[src/rtl/aacl_pkg.sv]
// Package: register map, field positions, reset values and timing for the alert block
package aacl_pkg;
  // Pointer values
  localparam logic [2:0] PTR_RESULT = 3'h0;
  localparam logic [2:0] PTR_STATUS = 3'h1;
  localparam logic [2:0] PTR_CONFIG = 3'h2;
  localparam logic [2:0] PTR_UNDER = 3'h3;
  localparam logic [2:0] PTR_OVER = 3'h4;
  // Configuration field positions
  localparam int CFG_CYCLE_MSB = 7;
  localparam int CFG_CYCLE_LSB = 5;
  localparam int CFG_HOLD = 4;
  localparam int CFG_FLAG_EN = 3;
  localparam int CFG_PIN_EN = 2;
  localparam int CFG_RSVD = 1;
  localparam int CFG_POL = 0;
  // Status field positions
  localparam int STS_OVER = 1;
  localparam int STS_UNDER = 0;
  // Ten-bit value field in a sixteen-bit word
  localparam int VAL_MSB = 11;
  localparam int VAL_LSB = 2;
  localparam int WORD_FLAG = 15;
  localparam logic [15:0] LIMIT_MASK = 16'h0ffc;
  // Reset values
  localparam logic [7:0] CONFIG_RESET = 8'h00;
  localparam logic [15:0] UNDER_RESET = 16'h0000;
  localparam logic [15:0] OVER_RESET = 16'h0fff;
  // Timing: single conversion time and clock rate
  localparam int SINGLE_CONVERSION_TIME_NS = 1000;
  localparam int CLK_PERIOD_NS = 25;
  localparam int CONV_CYCLES = (SINGLE_CONVERSION_TIME_NS + CLK_PERIOD_NS - 1) / CLK_PERIOD_NS;
  // Smallest interval factor is 32, i.e. a shift of 5 for code 001
  localparam int CYCLE_SHIFT_BASE = 4;

  // Configuration register fields
  typedef struct packed {
    logic [2:0] cycle_time;
    logic hold;
    logic flag_en;
    logic pin_en;
    logic rsvd;
    logic polarity;
  } aacl_cfg_t;
endpackage : aacl_pkg

[src/rtl/aacl_top.sv]
// Alert configuration, limit registers, limit comparison and auto-conversion timer
// Operation
// - Cycle code zero keeps automatic mode off
// - Non-zero cycle code starts repeated conversions
// - Interval is conversion time times 32..2048
// - Hold clear: flags self-clear past hysteresis
// - Hold set: flags clear only by write-one
// - Flag-enable gates bit 15 of result
// - Pin-enable zero floats alert, one drives
// - Polarity zero active low, one high
// - No alert pin: enable, polarity ignored
// - Config bit 1 reads zero, write zero
// - Config at pointer 02h, resets 00h
// - Under limit at 03h, bits 11:2, 0000h
// - Result below under limit raises alert
// - Over limit at 04h, bits 11:2, 0ffch
// - Result above over limit raises alert
// - Limit reserved bits read zero, write zero
// - Status: over bit 1, under bit 0, write-one-clear
// - Bit 15 high when enabled and flag set
// - Hysteresis margin comes from the release_margin input
`timescale 1ns/100ps
`default_nettype none

module aacl_top #(
  parameter int CONV_CYCLES = aacl_pkg::CONV_CYCLES,
  parameter bit HAS_ALERT_PIN = 1'b1
) (
  input wire logic clk_sys,
  input wire logic rst,
  input wire logic ce,
  input wire logic reg_wr,
  input wire logic reg_rd,
  input wire logic [2:0] reg_ptr,
  input wire logic [15:0] reg_wdata,
  output logic [15:0] reg_rdata,
  input wire logic result_valid,
  input wire logic [9:0] result_value,
  input wire logic [9:0] release_margin,
  output logic conv_start,
  output logic alert_o,
  output logic alert_oe_n,
  output logic [1:0] status_flags,
  output logic auto_mode
);

  // Worst interval is CONV_CYCLES * 2048; 24 bits hold that for any sane rate
  localparam int TW = 24;

  aacl_pkg::aacl_cfg_t cfg_reg;
  logic [9:0] under_reg;
  logic [9:0] over_reg;
  logic [9:0] result_reg;
  logic over_reg_flag;
  logic under_reg_flag;
  logic [TW-1:0] timer_reg;
  logic [15:0] rdata_reg;
  logic conv_reg;
  logic alert_reg;
  logic oe_n_reg;
  logic auto_reg;

  // Interval in clock cycles for a non-zero cycle code
  function automatic logic [TW-1:0] interval_cycles(input logic [2:0] code);
    logic [TW-1:0] base;
    base = TW'(CONV_CYCLES);
    interval_cycles = base << (TW'(code) + TW'(aacl_pkg::CYCLE_SHIFT_BASE));
  endfunction : interval_cycles

  // Take the ten-bit value field out of a sixteen-bit word
  function automatic logic [9:0] word_value(input logic [15:0] w);
    word_value = w[aacl_pkg::VAL_MSB:aacl_pkg::VAL_LSB];
  endfunction : word_value

  // Place a ten-bit value into the value field, other bits zero
  function automatic logic [15:0] value_word(input logic [9:0] v);
    value_word = {4'h0, v, 2'h0};
  endfunction : value_word

  // Access decode
  wire logic wr_cfg = ce & reg_wr & (reg_ptr == aacl_pkg::PTR_CONFIG);
  wire logic wr_under = ce & reg_wr & (reg_ptr == aacl_pkg::PTR_UNDER);
  wire logic wr_over = ce & reg_wr & (reg_ptr == aacl_pkg::PTR_OVER);
  wire logic wr_sts = ce & reg_wr & (reg_ptr == aacl_pkg::PTR_STATUS);
  wire logic rd_result = ce & reg_rd & (reg_ptr == aacl_pkg::PTR_RESULT);

  // Config write with the reserved bit forced low
  wire aacl_pkg::aacl_cfg_t cfg_next = aacl_pkg::aacl_cfg_t'(reg_wdata[7:0] &
    ~(8'h01 << aacl_pkg::CFG_RSVD));

  // Limit comparisons, unsigned and strict; sums kept at 11 bits so no wrap
  wire logic [10:0] over_release_sum = {1'b0, result_value} + {1'b0, release_margin};
  wire logic [10:0] under_release_sum = {1'b0, under_reg} + {1'b0, release_margin};
  wire logic over_hit = result_valid & (result_value > over_reg);
  wire logic under_hit = result_valid & (result_value < under_reg);
  wire logic over_back = result_valid & ~cfg_reg.hold &
    (over_release_sum < {1'b0, over_reg});
  wire logic under_back = result_valid & ~cfg_reg.hold &
    ({1'b0, result_value} > under_release_sum);
  wire logic over_w1c = wr_sts & reg_wdata[aacl_pkg::STS_OVER];
  wire logic under_w1c = wr_sts & reg_wdata[aacl_pkg::STS_UNDER];

  // Set wins over every kind of clear so a fresh violation is never lost
  wire logic over_next = over_hit | (over_reg_flag & ~over_back & ~over_w1c);
  wire logic under_next = under_hit | (under_reg_flag & ~under_back & ~under_w1c);
  wire logic any_flag_next = over_next | under_next;

  // Auto timer: reload when expired; counting stops while the code is zero
  // A non-zero code changed mid-count applies at the next reload; the running interval ends first
  wire logic auto_on = (cfg_reg.cycle_time != 3'h0);
  wire logic timer_hit = auto_on & (timer_reg == '0);
  wire logic [TW-1:0] timer_next = !auto_on ? '0 :
    timer_hit ? interval_cycles(cfg_reg.cycle_time) - TW'(1) :
    timer_reg - TW'(1);

  // Alert pin level and drive; a variant without the pin ignores both bits
  wire logic pin_drive = HAS_ALERT_PIN & cfg_reg.pin_en;
  wire logic alert_level = HAS_ALERT_PIN &
    (cfg_reg.polarity ? any_flag_next : ~any_flag_next);

  // Result word as read, with bit 15 gated by the flag enable
  wire logic [15:0] result_word = value_word(result_reg) |
    (16'(cfg_reg.flag_en & (over_reg_flag | under_reg_flag)) << aacl_pkg::WORD_FLAG);
  wire logic [15:0] rdata_next =
    (reg_ptr == aacl_pkg::PTR_RESULT) ? result_word :
    (reg_ptr == aacl_pkg::PTR_STATUS) ? {14'h0000, over_reg_flag, under_reg_flag} :
    (reg_ptr == aacl_pkg::PTR_CONFIG) ? {8'h00, cfg_reg} :
    (reg_ptr == aacl_pkg::PTR_UNDER) ? value_word(under_reg) :
    (reg_ptr == aacl_pkg::PTR_OVER) ? value_word(over_reg) :
    16'h0000;

  // Configuration and limit registers
  always_ff @(posedge clk_sys) begin
    if (rst) begin
      cfg_reg <= aacl_pkg::aacl_cfg_t'(aacl_pkg::CONFIG_RESET);
      auto_reg <= (aacl_pkg::CONFIG_RESET[aacl_pkg::CFG_CYCLE_MSB:aacl_pkg::CFG_CYCLE_LSB]
        != 3'h0);
      under_reg <= word_value(aacl_pkg::UNDER_RESET);
      over_reg <= word_value(aacl_pkg::OVER_RESET);
    end else begin
      if (wr_cfg) cfg_reg <= cfg_next;
      // Mirror of the cycle code so auto_mode leaves straight from a flop
      if (wr_cfg) auto_reg <= (cfg_next.cycle_time != 3'h0);
      if (wr_under) under_reg <= word_value(reg_wdata & aacl_pkg::LIMIT_MASK);
      if (wr_over) over_reg <= word_value(reg_wdata & aacl_pkg::LIMIT_MASK);
    end
  end

  // Latest result and alert flags
  always_ff @(posedge clk_sys) begin
    if (rst) begin
      result_reg <= 10'h000;
      over_reg_flag <= 1'b0;
      under_reg_flag <= 1'b0;
    end else if (ce) begin
      if (result_valid) result_reg <= result_value;
      over_reg_flag <= over_next;
      under_reg_flag <= under_next;
    end
  end

  // Timer, read data and pin outputs, all straight from flops
  always_ff @(posedge clk_sys) begin
    if (rst) begin
      timer_reg <= '0;
      conv_reg <= 1'b0;
      rdata_reg <= 16'h0000;
      alert_reg <= 1'b0;
      oe_n_reg <= 1'b1;
    end else if (ce) begin
      timer_reg <= timer_next;
      // A result read also kicks a conversion, as in normal mode
      conv_reg <= timer_hit | rd_result;
      if (reg_rd) rdata_reg <= rdata_next;
      alert_reg <= alert_level;
      oe_n_reg <= ~pin_drive;
    end
  end

  assign reg_rdata = rdata_reg;
  assign conv_start = conv_reg;
  assign alert_o = alert_reg;
  assign alert_oe_n = oe_n_reg;
  assign status_flags = {over_reg_flag, under_reg_flag};
  assign auto_mode = auto_reg;

  // Checks: auto timer
  chk_auto_off_quiet: assert property (@(posedge clk_sys) disable iff (rst)
    ce && !auto_on && !rd_result |=> !conv_start)
    else $error("conversion started with auto mode off");

  chk_timer_idle: assert property (@(posedge clk_sys) disable iff (rst)
    ce && !auto_on |=> timer_reg == '0)
    else $error("timer ran with auto mode off");

  chk_auto_mode_out: assert property (@(posedge clk_sys) disable iff (rst)
    auto_mode == (cfg_reg.cycle_time != 3'h0))
    else $error("auto mode output disagrees with cycle code");

  chk_auto_first_kick: assert property (@(posedge clk_sys) disable iff (rst)
    ce && $rose(auto_on) && timer_reg == '0 |=> conv_start)
    else $error("auto mode did not start");

  chk_interval_reload: assert property (@(posedge clk_sys) disable iff (rst)
    ce && timer_hit && !wr_cfg |=> timer_reg == interval_cycles(cfg_reg.cycle_time) - TW'(1))
    else $error("wrong conversion interval");

  // Checks: limit flags; they only move on a result or a status write
  chk_over_set: assert property (@(posedge clk_sys) disable iff (rst)
    ce && result_valid && result_value > over_reg |=> over_reg_flag)
    else $error("over flag not raised");

  chk_under_set: assert property (@(posedge clk_sys) disable iff (rst)
    ce && result_valid && result_value < under_reg |=> under_reg_flag)
    else $error("under flag not raised");

  chk_self_release: assert property (@(posedge clk_sys) disable iff (rst)
    ce && under_reg_flag && under_back && !under_hit |=> !under_reg_flag)
    else $error("under flag did not self-clear");

  chk_over_release: assert property (@(posedge clk_sys) disable iff (rst)
    ce && over_reg_flag && over_back && !over_hit |=> !over_reg_flag)
    else $error("over flag did not self-clear");

  chk_over_stays: assert property (@(posedge clk_sys) disable iff (rst)
    ce && over_reg_flag && !result_valid && !over_w1c |=> over_reg_flag)
    else $error("over flag cleared without cause");

  chk_under_stays: assert property (@(posedge clk_sys) disable iff (rst)
    ce && under_reg_flag && !result_valid && !under_w1c |=> under_reg_flag)
    else $error("under flag cleared without cause");

  chk_hold_sticky: assert property (@(posedge clk_sys) disable iff (rst)
    ce && cfg_reg.hold && over_reg_flag && !over_w1c |=> over_reg_flag)
    else $error("held over flag cleared itself");

  chk_hold_under_sticky: assert property (@(posedge clk_sys) disable iff (rst)
    ce && cfg_reg.hold && under_reg_flag && !under_w1c |=> under_reg_flag)
    else $error("held under flag cleared itself");

  chk_hold_no_release: assert property (@(posedge clk_sys) disable iff (rst)
    ce && cfg_reg.hold |-> !over_back && !under_back)
    else $error("release allowed while held");

  chk_w1c_clear: assert property (@(posedge clk_sys) disable iff (rst)
    ce && over_w1c && !over_hit |=> !over_reg_flag)
    else $error("write-one did not clear over flag");

  chk_under_w1c: assert property (@(posedge clk_sys) disable iff (rst)
    ce && under_w1c && !under_hit |=> !under_reg_flag)
    else $error("write-one did not clear under flag");

  // Checks: register writes and reads
  chk_cfg_write: assert property (@(posedge clk_sys) disable iff (rst)
    wr_cfg |=> 8'(cfg_reg) == ($past(reg_wdata[7:0]) & 8'hfd))
    else $error("config write lost");

  chk_cfg_rsvd_zero: assert property (@(posedge clk_sys) disable iff (rst)
    !cfg_reg.rsvd)
    else $error("reserved config bit set");

  chk_cfg_read: assert property (@(posedge clk_sys) disable iff (rst)
    ce && reg_rd && reg_ptr == aacl_pkg::PTR_CONFIG |=> (reg_rdata & 16'hff02) == 16'h0000)
    else $error("config reserved bits read non-zero");

  chk_under_write: assert property (@(posedge clk_sys) disable iff (rst)
    wr_under |=>
      under_reg == $past(reg_wdata[aacl_pkg::VAL_MSB:aacl_pkg::VAL_LSB]))
    else $error("under limit write lost");

  chk_over_write: assert property (@(posedge clk_sys) disable iff (rst)
    wr_over |=>
      over_reg == $past(reg_wdata[aacl_pkg::VAL_MSB:aacl_pkg::VAL_LSB]))
    else $error("over limit write lost");

  chk_limit_rsvd: assert property (@(posedge clk_sys) disable iff (rst)
    ce && reg_rd && (reg_ptr == aacl_pkg::PTR_UNDER || reg_ptr == aacl_pkg::PTR_OVER) |=>
      (reg_rdata & ~aacl_pkg::LIMIT_MASK) == 16'h0000)
    else $error("limit reserved bits not zero");

  chk_status_read: assert property (@(posedge clk_sys) disable iff (rst)
    ce && reg_rd && reg_ptr == aacl_pkg::PTR_STATUS |=>
      reg_rdata == {14'h0000, $past(over_reg_flag), $past(under_reg_flag)})
    else $error("status read wrong");

  chk_unmapped_read: assert property (@(posedge clk_sys) disable iff (rst)
    ce && reg_rd && reg_ptr > aacl_pkg::PTR_OVER |=> reg_rdata == 16'h0000)
    else $error("pointer outside this block read non-zero");

  chk_flag_bit_read: assert property (@(posedge clk_sys) disable iff (rst)
    ce && reg_rd && reg_ptr == aacl_pkg::PTR_RESULT |=>
      reg_rdata[15] == ($past(cfg_reg.flag_en) && $past(over_reg_flag || under_reg_flag)))
    else $error("result bit 15 wrong");

  // Checks: alert pin
  chk_pin_float: assert property (@(posedge clk_sys) disable iff (rst)
    ce && !pin_drive |=> alert_oe_n)
    else $error("alert driven while disabled");

  chk_pin_driven: assert property (@(posedge clk_sys) disable iff (rst)
    ce && pin_drive |=> !alert_oe_n)
    else $error("alert not driven while enabled");

  chk_no_pin_idle: assert property (@(posedge clk_sys) disable iff (rst)
    !HAS_ALERT_PIN |-> alert_oe_n && !alert_o)
    else $error("variant without pin moved the alert");

  chk_alert_level: assert property (@(posedge clk_sys) disable iff (rst)
    ce && HAS_ALERT_PIN |=> alert_o == (cfg_reg.polarity == (over_reg_flag | under_reg_flag))
      || $past(wr_cfg))
    else $error("alert level wrong");

endmodule : aacl_top

`default_nettype wire

[config.mk]
export PLATFORM = sky130hd
export DESIGN_NAME = aacl_top
export DESIGN_NICKNAME = d
export VERILOG_FILES = /design/src/rtl/aacl_pkg.sv /design/src/rtl/aacl_top.sv
export SDC_FILE = /design/constraint.sdc
export NUM_CORES = 1
export LEC_CHECK = 0
export BUFFER_PORTS_ARGS = -buffer_cell sky130_fd_sc_hd__buf_2
export CAP_MARGIN = 20
export CORE_UTILIZATION = 40
export CTS_BUF_LIST = sky130_fd_sc_hd__clkbuf_2 sky130_fd_sc_hd__clkbuf_4 sky130_fd_sc_hd__clkbuf_8
export CTS_CLUSTER_SIZE = 8
export DETAILED_ROUTE_END_ITERATION = 7
export GPL_TIMING_DRIVEN = 0
export PLACE_DENSITY = 0.64
export SLEW_MARGIN = 10
export SYNTH_ARGS = -nofsm -noshare
export SYNTH_HDL_FRONTEND = slang
export SYNTH_SLANG_ARGS = --single-unit
[constraint.sdc]
create_clock -name clk_sys -period 3.5 [get_ports clk_sys]
set_input_delay 0.525 -clock clk_sys [delete_from_list [all_inputs] [get_ports clk_sys]]
set_output_delay 0.525 -clock clk_sys [all_outputs]
set_load 0.005 [all_outputs]
Yosys cells after proc, flatten, opt, wreduce, memory -nomap -nowiden
Index checks and enable logic that the tools add are counted.
W data, S select, Z words.
Word-level totals
  logic and storage cells: 77
  bits in registers: 83
  output and inout bits: 22
  memory bits (read-only): 0
  bits in latches: 0
  RAM bits: 0
  memories: 0
  input port bits: 45
Operators by class
  equality and inequality tests: 4
  shift operators: 1
  add/sub/neg operators: 5
  div/mod/pow operators: 0
  mux-type cells: 8
  bitwise gates (word level): 33
  reductions and logical operators: 6
  multiply operators: 0
  $lt $le $gt $ge: 4
Operators with widths (number)
  $mux W12: 4
  $mux W24: 2
  $sub A24 B1 Y24 const B: 2
  $logic_not A24 Y1: 1
  $shl A6 B4 Y24 const A: 1
  $add A10 B10 Y11: 2
  $and A1 B1 Y1: 20
  $mux W16: 1
  $or A12 B16 Y16: 1
  $gt A10 B11 Y1: 1
  $lt A11 B10 Y1: 1
  $gt A10 B10 Y1: 1
  $lt A10 B10 Y1: 1
  $not A1 Y1: 7
  $eq A3 B2 Y1 const B: 2
  $reduce_bool A3 Y1: 2
  $or A1 B1 Y1: 5
  $add A3 B3 Y4 const B: 1
  $reduce_and A2 Y1: 2
  $eq A3 B1 Y1 const B: 1
  $eq A3 B3 Y1 const B: 1
  $logic_not A3 Y1: 1
  $mux W1: 1

Logic depth before layout (Yosys ltp)
  depth after elaboration: 10
  mapped depth: 16
  gate-level depth less buffers: 16

Worst setup path before layout
Ideal clock, no wire load.
  kind: input to register
  start point: in result_value[0]
  end point: reg alert_reg, in the netlist alert_o
  slack: 7 ps
  buffers on the path: 0
  cell stages on the path: 13
  library setup time: 91 ps
  arrival: 3402 ps
  cell sequence: ha_1 -> fa_1 -> a21o_1 -> a221o_1 -> nor4_1 -> nor3_1 -> xor2_1 -> ha_1 -> nand4_1 -> o311ai_0 -> a221oi_1 -> a21bo_2 -> a311oi_1
Between the ends
  cells in the longest elaborated chain, start to end: 10
  elaborated cells between the ends (all ways): 20
  those cells by class: add/sub: 1; order compare: 4; mux: 1; bitwise: 14
RTL lines
  from (decl): RTL line aacl_top.sv:38  | input wire logic [9:0] result_value,
  $add A10 B10 Y11: RTL line aacl_top.sv:92  | wire logic [10:0] over_release_sum = {1'b0, result_value} + {1'b0, release_margin};
  $lt A11 B10 Y1: RTL line aacl_top.sv:97  | (over_release_sum < {1'b0, over_reg});
  $and A1 B1 Y1: RTL line aacl_top.sv:96  | wire logic over_back = result_valid & ~cfg_reg.hold &
  $not A1 Y1: RTL line aacl_top.sv:104  | wire logic over_next = over_hit | (over_reg_flag & ~over_back & ~over_w1c);
  $and A1 B1 Y1 (2 in a row): RTL line aacl_top.sv:104
  $or A1 B1 Y1: RTL line aacl_top.sv:104
  $or A1 B1 Y1 (*): RTL line aacl_top.sv:106  | wire logic any_flag_next = over_next | under_next;
  $not A1 Y1: RTL line aacl_top.sv:119  | (cfg_reg.polarity ? any_flag_next : ~any_flag_next);
  $mux W1 (*): RTL line aacl_top.sv:119
  to (signal assigned): RTL line aacl_top.sv:175  | alert_reg <= alert_level;
  to (decl): RTL line aacl_top.sv:59  | logic alert_reg;
Mark *: on every way between the ends. The rest lies on a longest branch, timed or not.
A chain may end at the register's enable or synchronous reset.

Worst setup path after layout
Same ends and word-level chain as after synthesis.

==> run_results.csv <==
group,metric,value,unit
global_route,grt_overflow,0,
placement,place.gp.congestion,0.900,
layout,num-fill-cells,1296,
yosys,synth_most_common_cell,"nor2_1",
die,die_w,119,um
clock_tree,insertion_delay,0.38,ns
placement,dp_cells,928,
clock_tree,cts_buffers,9,
timing,rsz0062_at_grt,"yes",
drt,drt_iter0_drc,444,
clock_tree,cts_hold_buf,0,
status,status,"finished with violations",
timing,whs,0.383,ns
drt,routed_wl,17100,um
timing,skew,0.0123,ns
worst_setup_path,cp_slowest_stage_delay,0.42,ns
worst_setup_path,critPathLaunch,"result_value[0]",
layout,stdcell_count,951,
drt,drc,0,
yosys,ys.flop_type,"dfxtp_1",
global_route,grt_pass1_wl,26800,um
drt,viasPerCell,5.83,
yosys,yosys.area.top_type_share,0.292,
layout,nets,876,
clock_tree,cts_buffer_depth,2,
clock_tree,tritoncts,"built",
timing,hold_viol_final,0,
placement,io_buffer_count,58,
global_route,first_global_vias,5514,
yosys,postSynthCellCount,691,
layout,syn_to_final_growth,17.2,%
placement,dp_hpwl,13300,um
die,fp-row-count,42,
global_route,track_usage,0.242,
worst_setup_path,rr_startpoint,"under_reg[0]",
layout,largest_reg_flops,24,
timing,finalCritPeriodShare,1.01,
die,start_util,0.413,
layout,layout-drive-gt1-share,0.155,
hold_path,hold_start,"reg_wdata[8]",
clock_tree,htree_levels,3,
timing,finalMaxSlewViolations,0,
clock_tree,path_clk_slew,0.09,ns
worst_setup_path,worstSetupStartpointType,"primary input",
yosys,syn_area,5490,um^2
yosys,synth_top_area_cell,"dfxtp_1",
clock_tree,cts_root_buf,"clkbuf_8",
die,core_area,13300,um^2
layout,antenna_cells,0,
die,die-area,14200,um^2
yosys,ys_ff_latch,80,
yosys,synth_area_per_cell,7.95,um^2
yosys,ys_seq_area_frac,0.292,
worst_setup_path,critical_path_class,"primary input to flip-flop",
timing,period_needed,3.53,ns
worst_setup_path,crit_fanout,4,
drt,dr.pass1.iters,7,
worst_setup_path,cp.required,3.78,ns
flow_run,cap_viol_max_count,0,
timing,setup_ws,-0.0296,ns
power_and_ir_drop,peakVddDrop,0.000178,V
drt,final_antenna_net_count,0,
worst_setup_path,crit_path_end_kind,"flip-flop",
yosys,synthTopCellsByCount,"nor2_1, dfxtp_1, a21oi_1",
hold_path,hp-class,"primary input to flip-flop",
timing,setup-tns-final,-0.0296,ns
drt,vias,5549,
yosys,synth-edff-count,0,
yosys,synth_cell_type_count,67,
timing,fmax,283,MHz
clock_tree,clock-sinks,80,
die,ioPinCount,67,
timing,worst_pin_slew,0.828,ns
power_and_ir_drop,leakage,0.00271,uW
timing,relSlewSlack,0.445,
yosys,yosysWarnings,0,
timing,setup_viol,1,
yosys,synthArstFlopShare,0,
drt,wire_per_inst,18.0,um
global_route,grt_max_degree,17,
status,violations,"negative setup slack",
global_route,antenna_found_initial,0,
worst_setup_path,crit_slowest_cell,"a221oi_2",
power_and_ir_drop,power_density,350,nW/um^2
yosys,yosys-top-cells-area,"dfxtp_1, ha_1, a21oi_1",
die,die_y,119,um
worst_setup_path,crit_chain,"buf_12 -> ha_4 -> fa_2 -> a21o_1 -> a221o_1 -> nor4_2 -> nor3_2 -> xor2_1 -> ha_2 -> o211ai_1 -> o311ai_2 -> a221oi_2 -> nand3b_1 -> a311oi_2",
worst_setup_path,cp.arrival,3.81,ns
cell usage in the layout (no fill, tap or decap), drive strengths merged, types with 5 or more instances in the layout:
master / netlist / layout
nor2: 84 / 84
dfxtp: 80 / 80
buf: 8 / 73
a21oi: 69 / 69
nand2: 67 / 67
ha: 59 / 59
inv: 36 / 40
clkbuf: 26 / 36
o21ai: 25 / 25
nor3: 23 / 23
mux2i: 18 / 18
nand3: 15 / 15
xnor2: 12 / 12
a221oi: 12 / 12
a211o: 11 / 11
or3: 11 / 11
and3: 9 / 9
nor4: 8 / 8
a21o: 7 / 7
nand4: 7 / 7
nand2b: 7 / 7
a22oi: 7 / 7
a31oi: 7 / 7
or4: 6 / 6
a2111oi: 6 / 6
xor2: 5 / 5
a211oi: 5 / 5
report_power, final:
part | switching [uW] | internal (uW)
logic | 298 | 203
registers | 17.0 | 929
clock network | 390 | 418
cell families after synthesis:
group	Yosys count	share of synthesized area
adders and majority gates	61	0.142
buffers and inverters	70	0.0517
AOI/OAI and AO/OA	188	0.232
and+or+nand+nor	256	0.222
other	1	0.000683
DFF	80	0.292
xor gates and xnor gates	17	0.0271
muxes	18	0.0328
layer usage:
metal  global-route usage  vias to the layer above  part of all wire
met5                    0                        -                 0
met4                0.116                        0             0.038
met3               0.0321                       33             0.054
met2                0.425                      197              0.49
met1                0.290                     2643              0.41
li1                     -                     2676                 -
layout make-up:
cell class	count	area (um^2)	area share
flip-flops and latches	80	1600	0.249
inverters	36	135	0.0210
well taps	176	220	0.0342
plain buffers	34	149	0.0231
clock buffers	9	124	0.0192
clock inverters	7	109	0.0169
repair buffers	66	374	0.0581
multi-input cells	543	3720	0.578
worst max-delay path: cells and delay by family:
| family | cells | cell delay [ns] |
|---|---|---|
| AO/OA/AOI/OAI | 6 | 1.62 |
| AND/OR/NAND/NOR | 3 | 0.54 |
| buffers and inverters | 1 | 0.11 |
| XOR/XNOR | 1 | 0.19 |
| adder cells (fa/ha/maj) | 3 | 0.83 |
metrics by stage:
step / area (um^2) / power [uW] / utilization / setup slack [ns]
3_3_place_gp: 6010 / 1410 / 0.452 / -0.516
2_1_floorplan: 5500 / 1280 / - / 0.00727
6_report: 6430 / 2250 / 0.484 / -0.0296
5_1_grt: 6430 / 2360 / 0.484 / -0.178
4_1_cts: 6270 / 2230 / 0.472 / 0.000836
3_5_place_dp: 6020 / 1430 / 0.453 / -0.550
final timing paths:
check	end	slack, ns	depth (start not counted)
worst max-delay path	alert_o	-0.03	14
worst max register to register	alert_o	0.10	13
worst min register to register	reg_rdata[1]	0.46	2
worst min-delay path	over_reg[6]	0.38	2
what timing repair did:
| item | 4_1_cts | 5_1_grt |
|---|---|---|
| pin swaps | 0 | 16 |
| resized for setup | 7 | 27 |
| endpoints found under the setup margin | 1 | 2 |
| buffers inserted | 0 | 7 |
No activity file was read; power rests on OpenSTA's default activity.
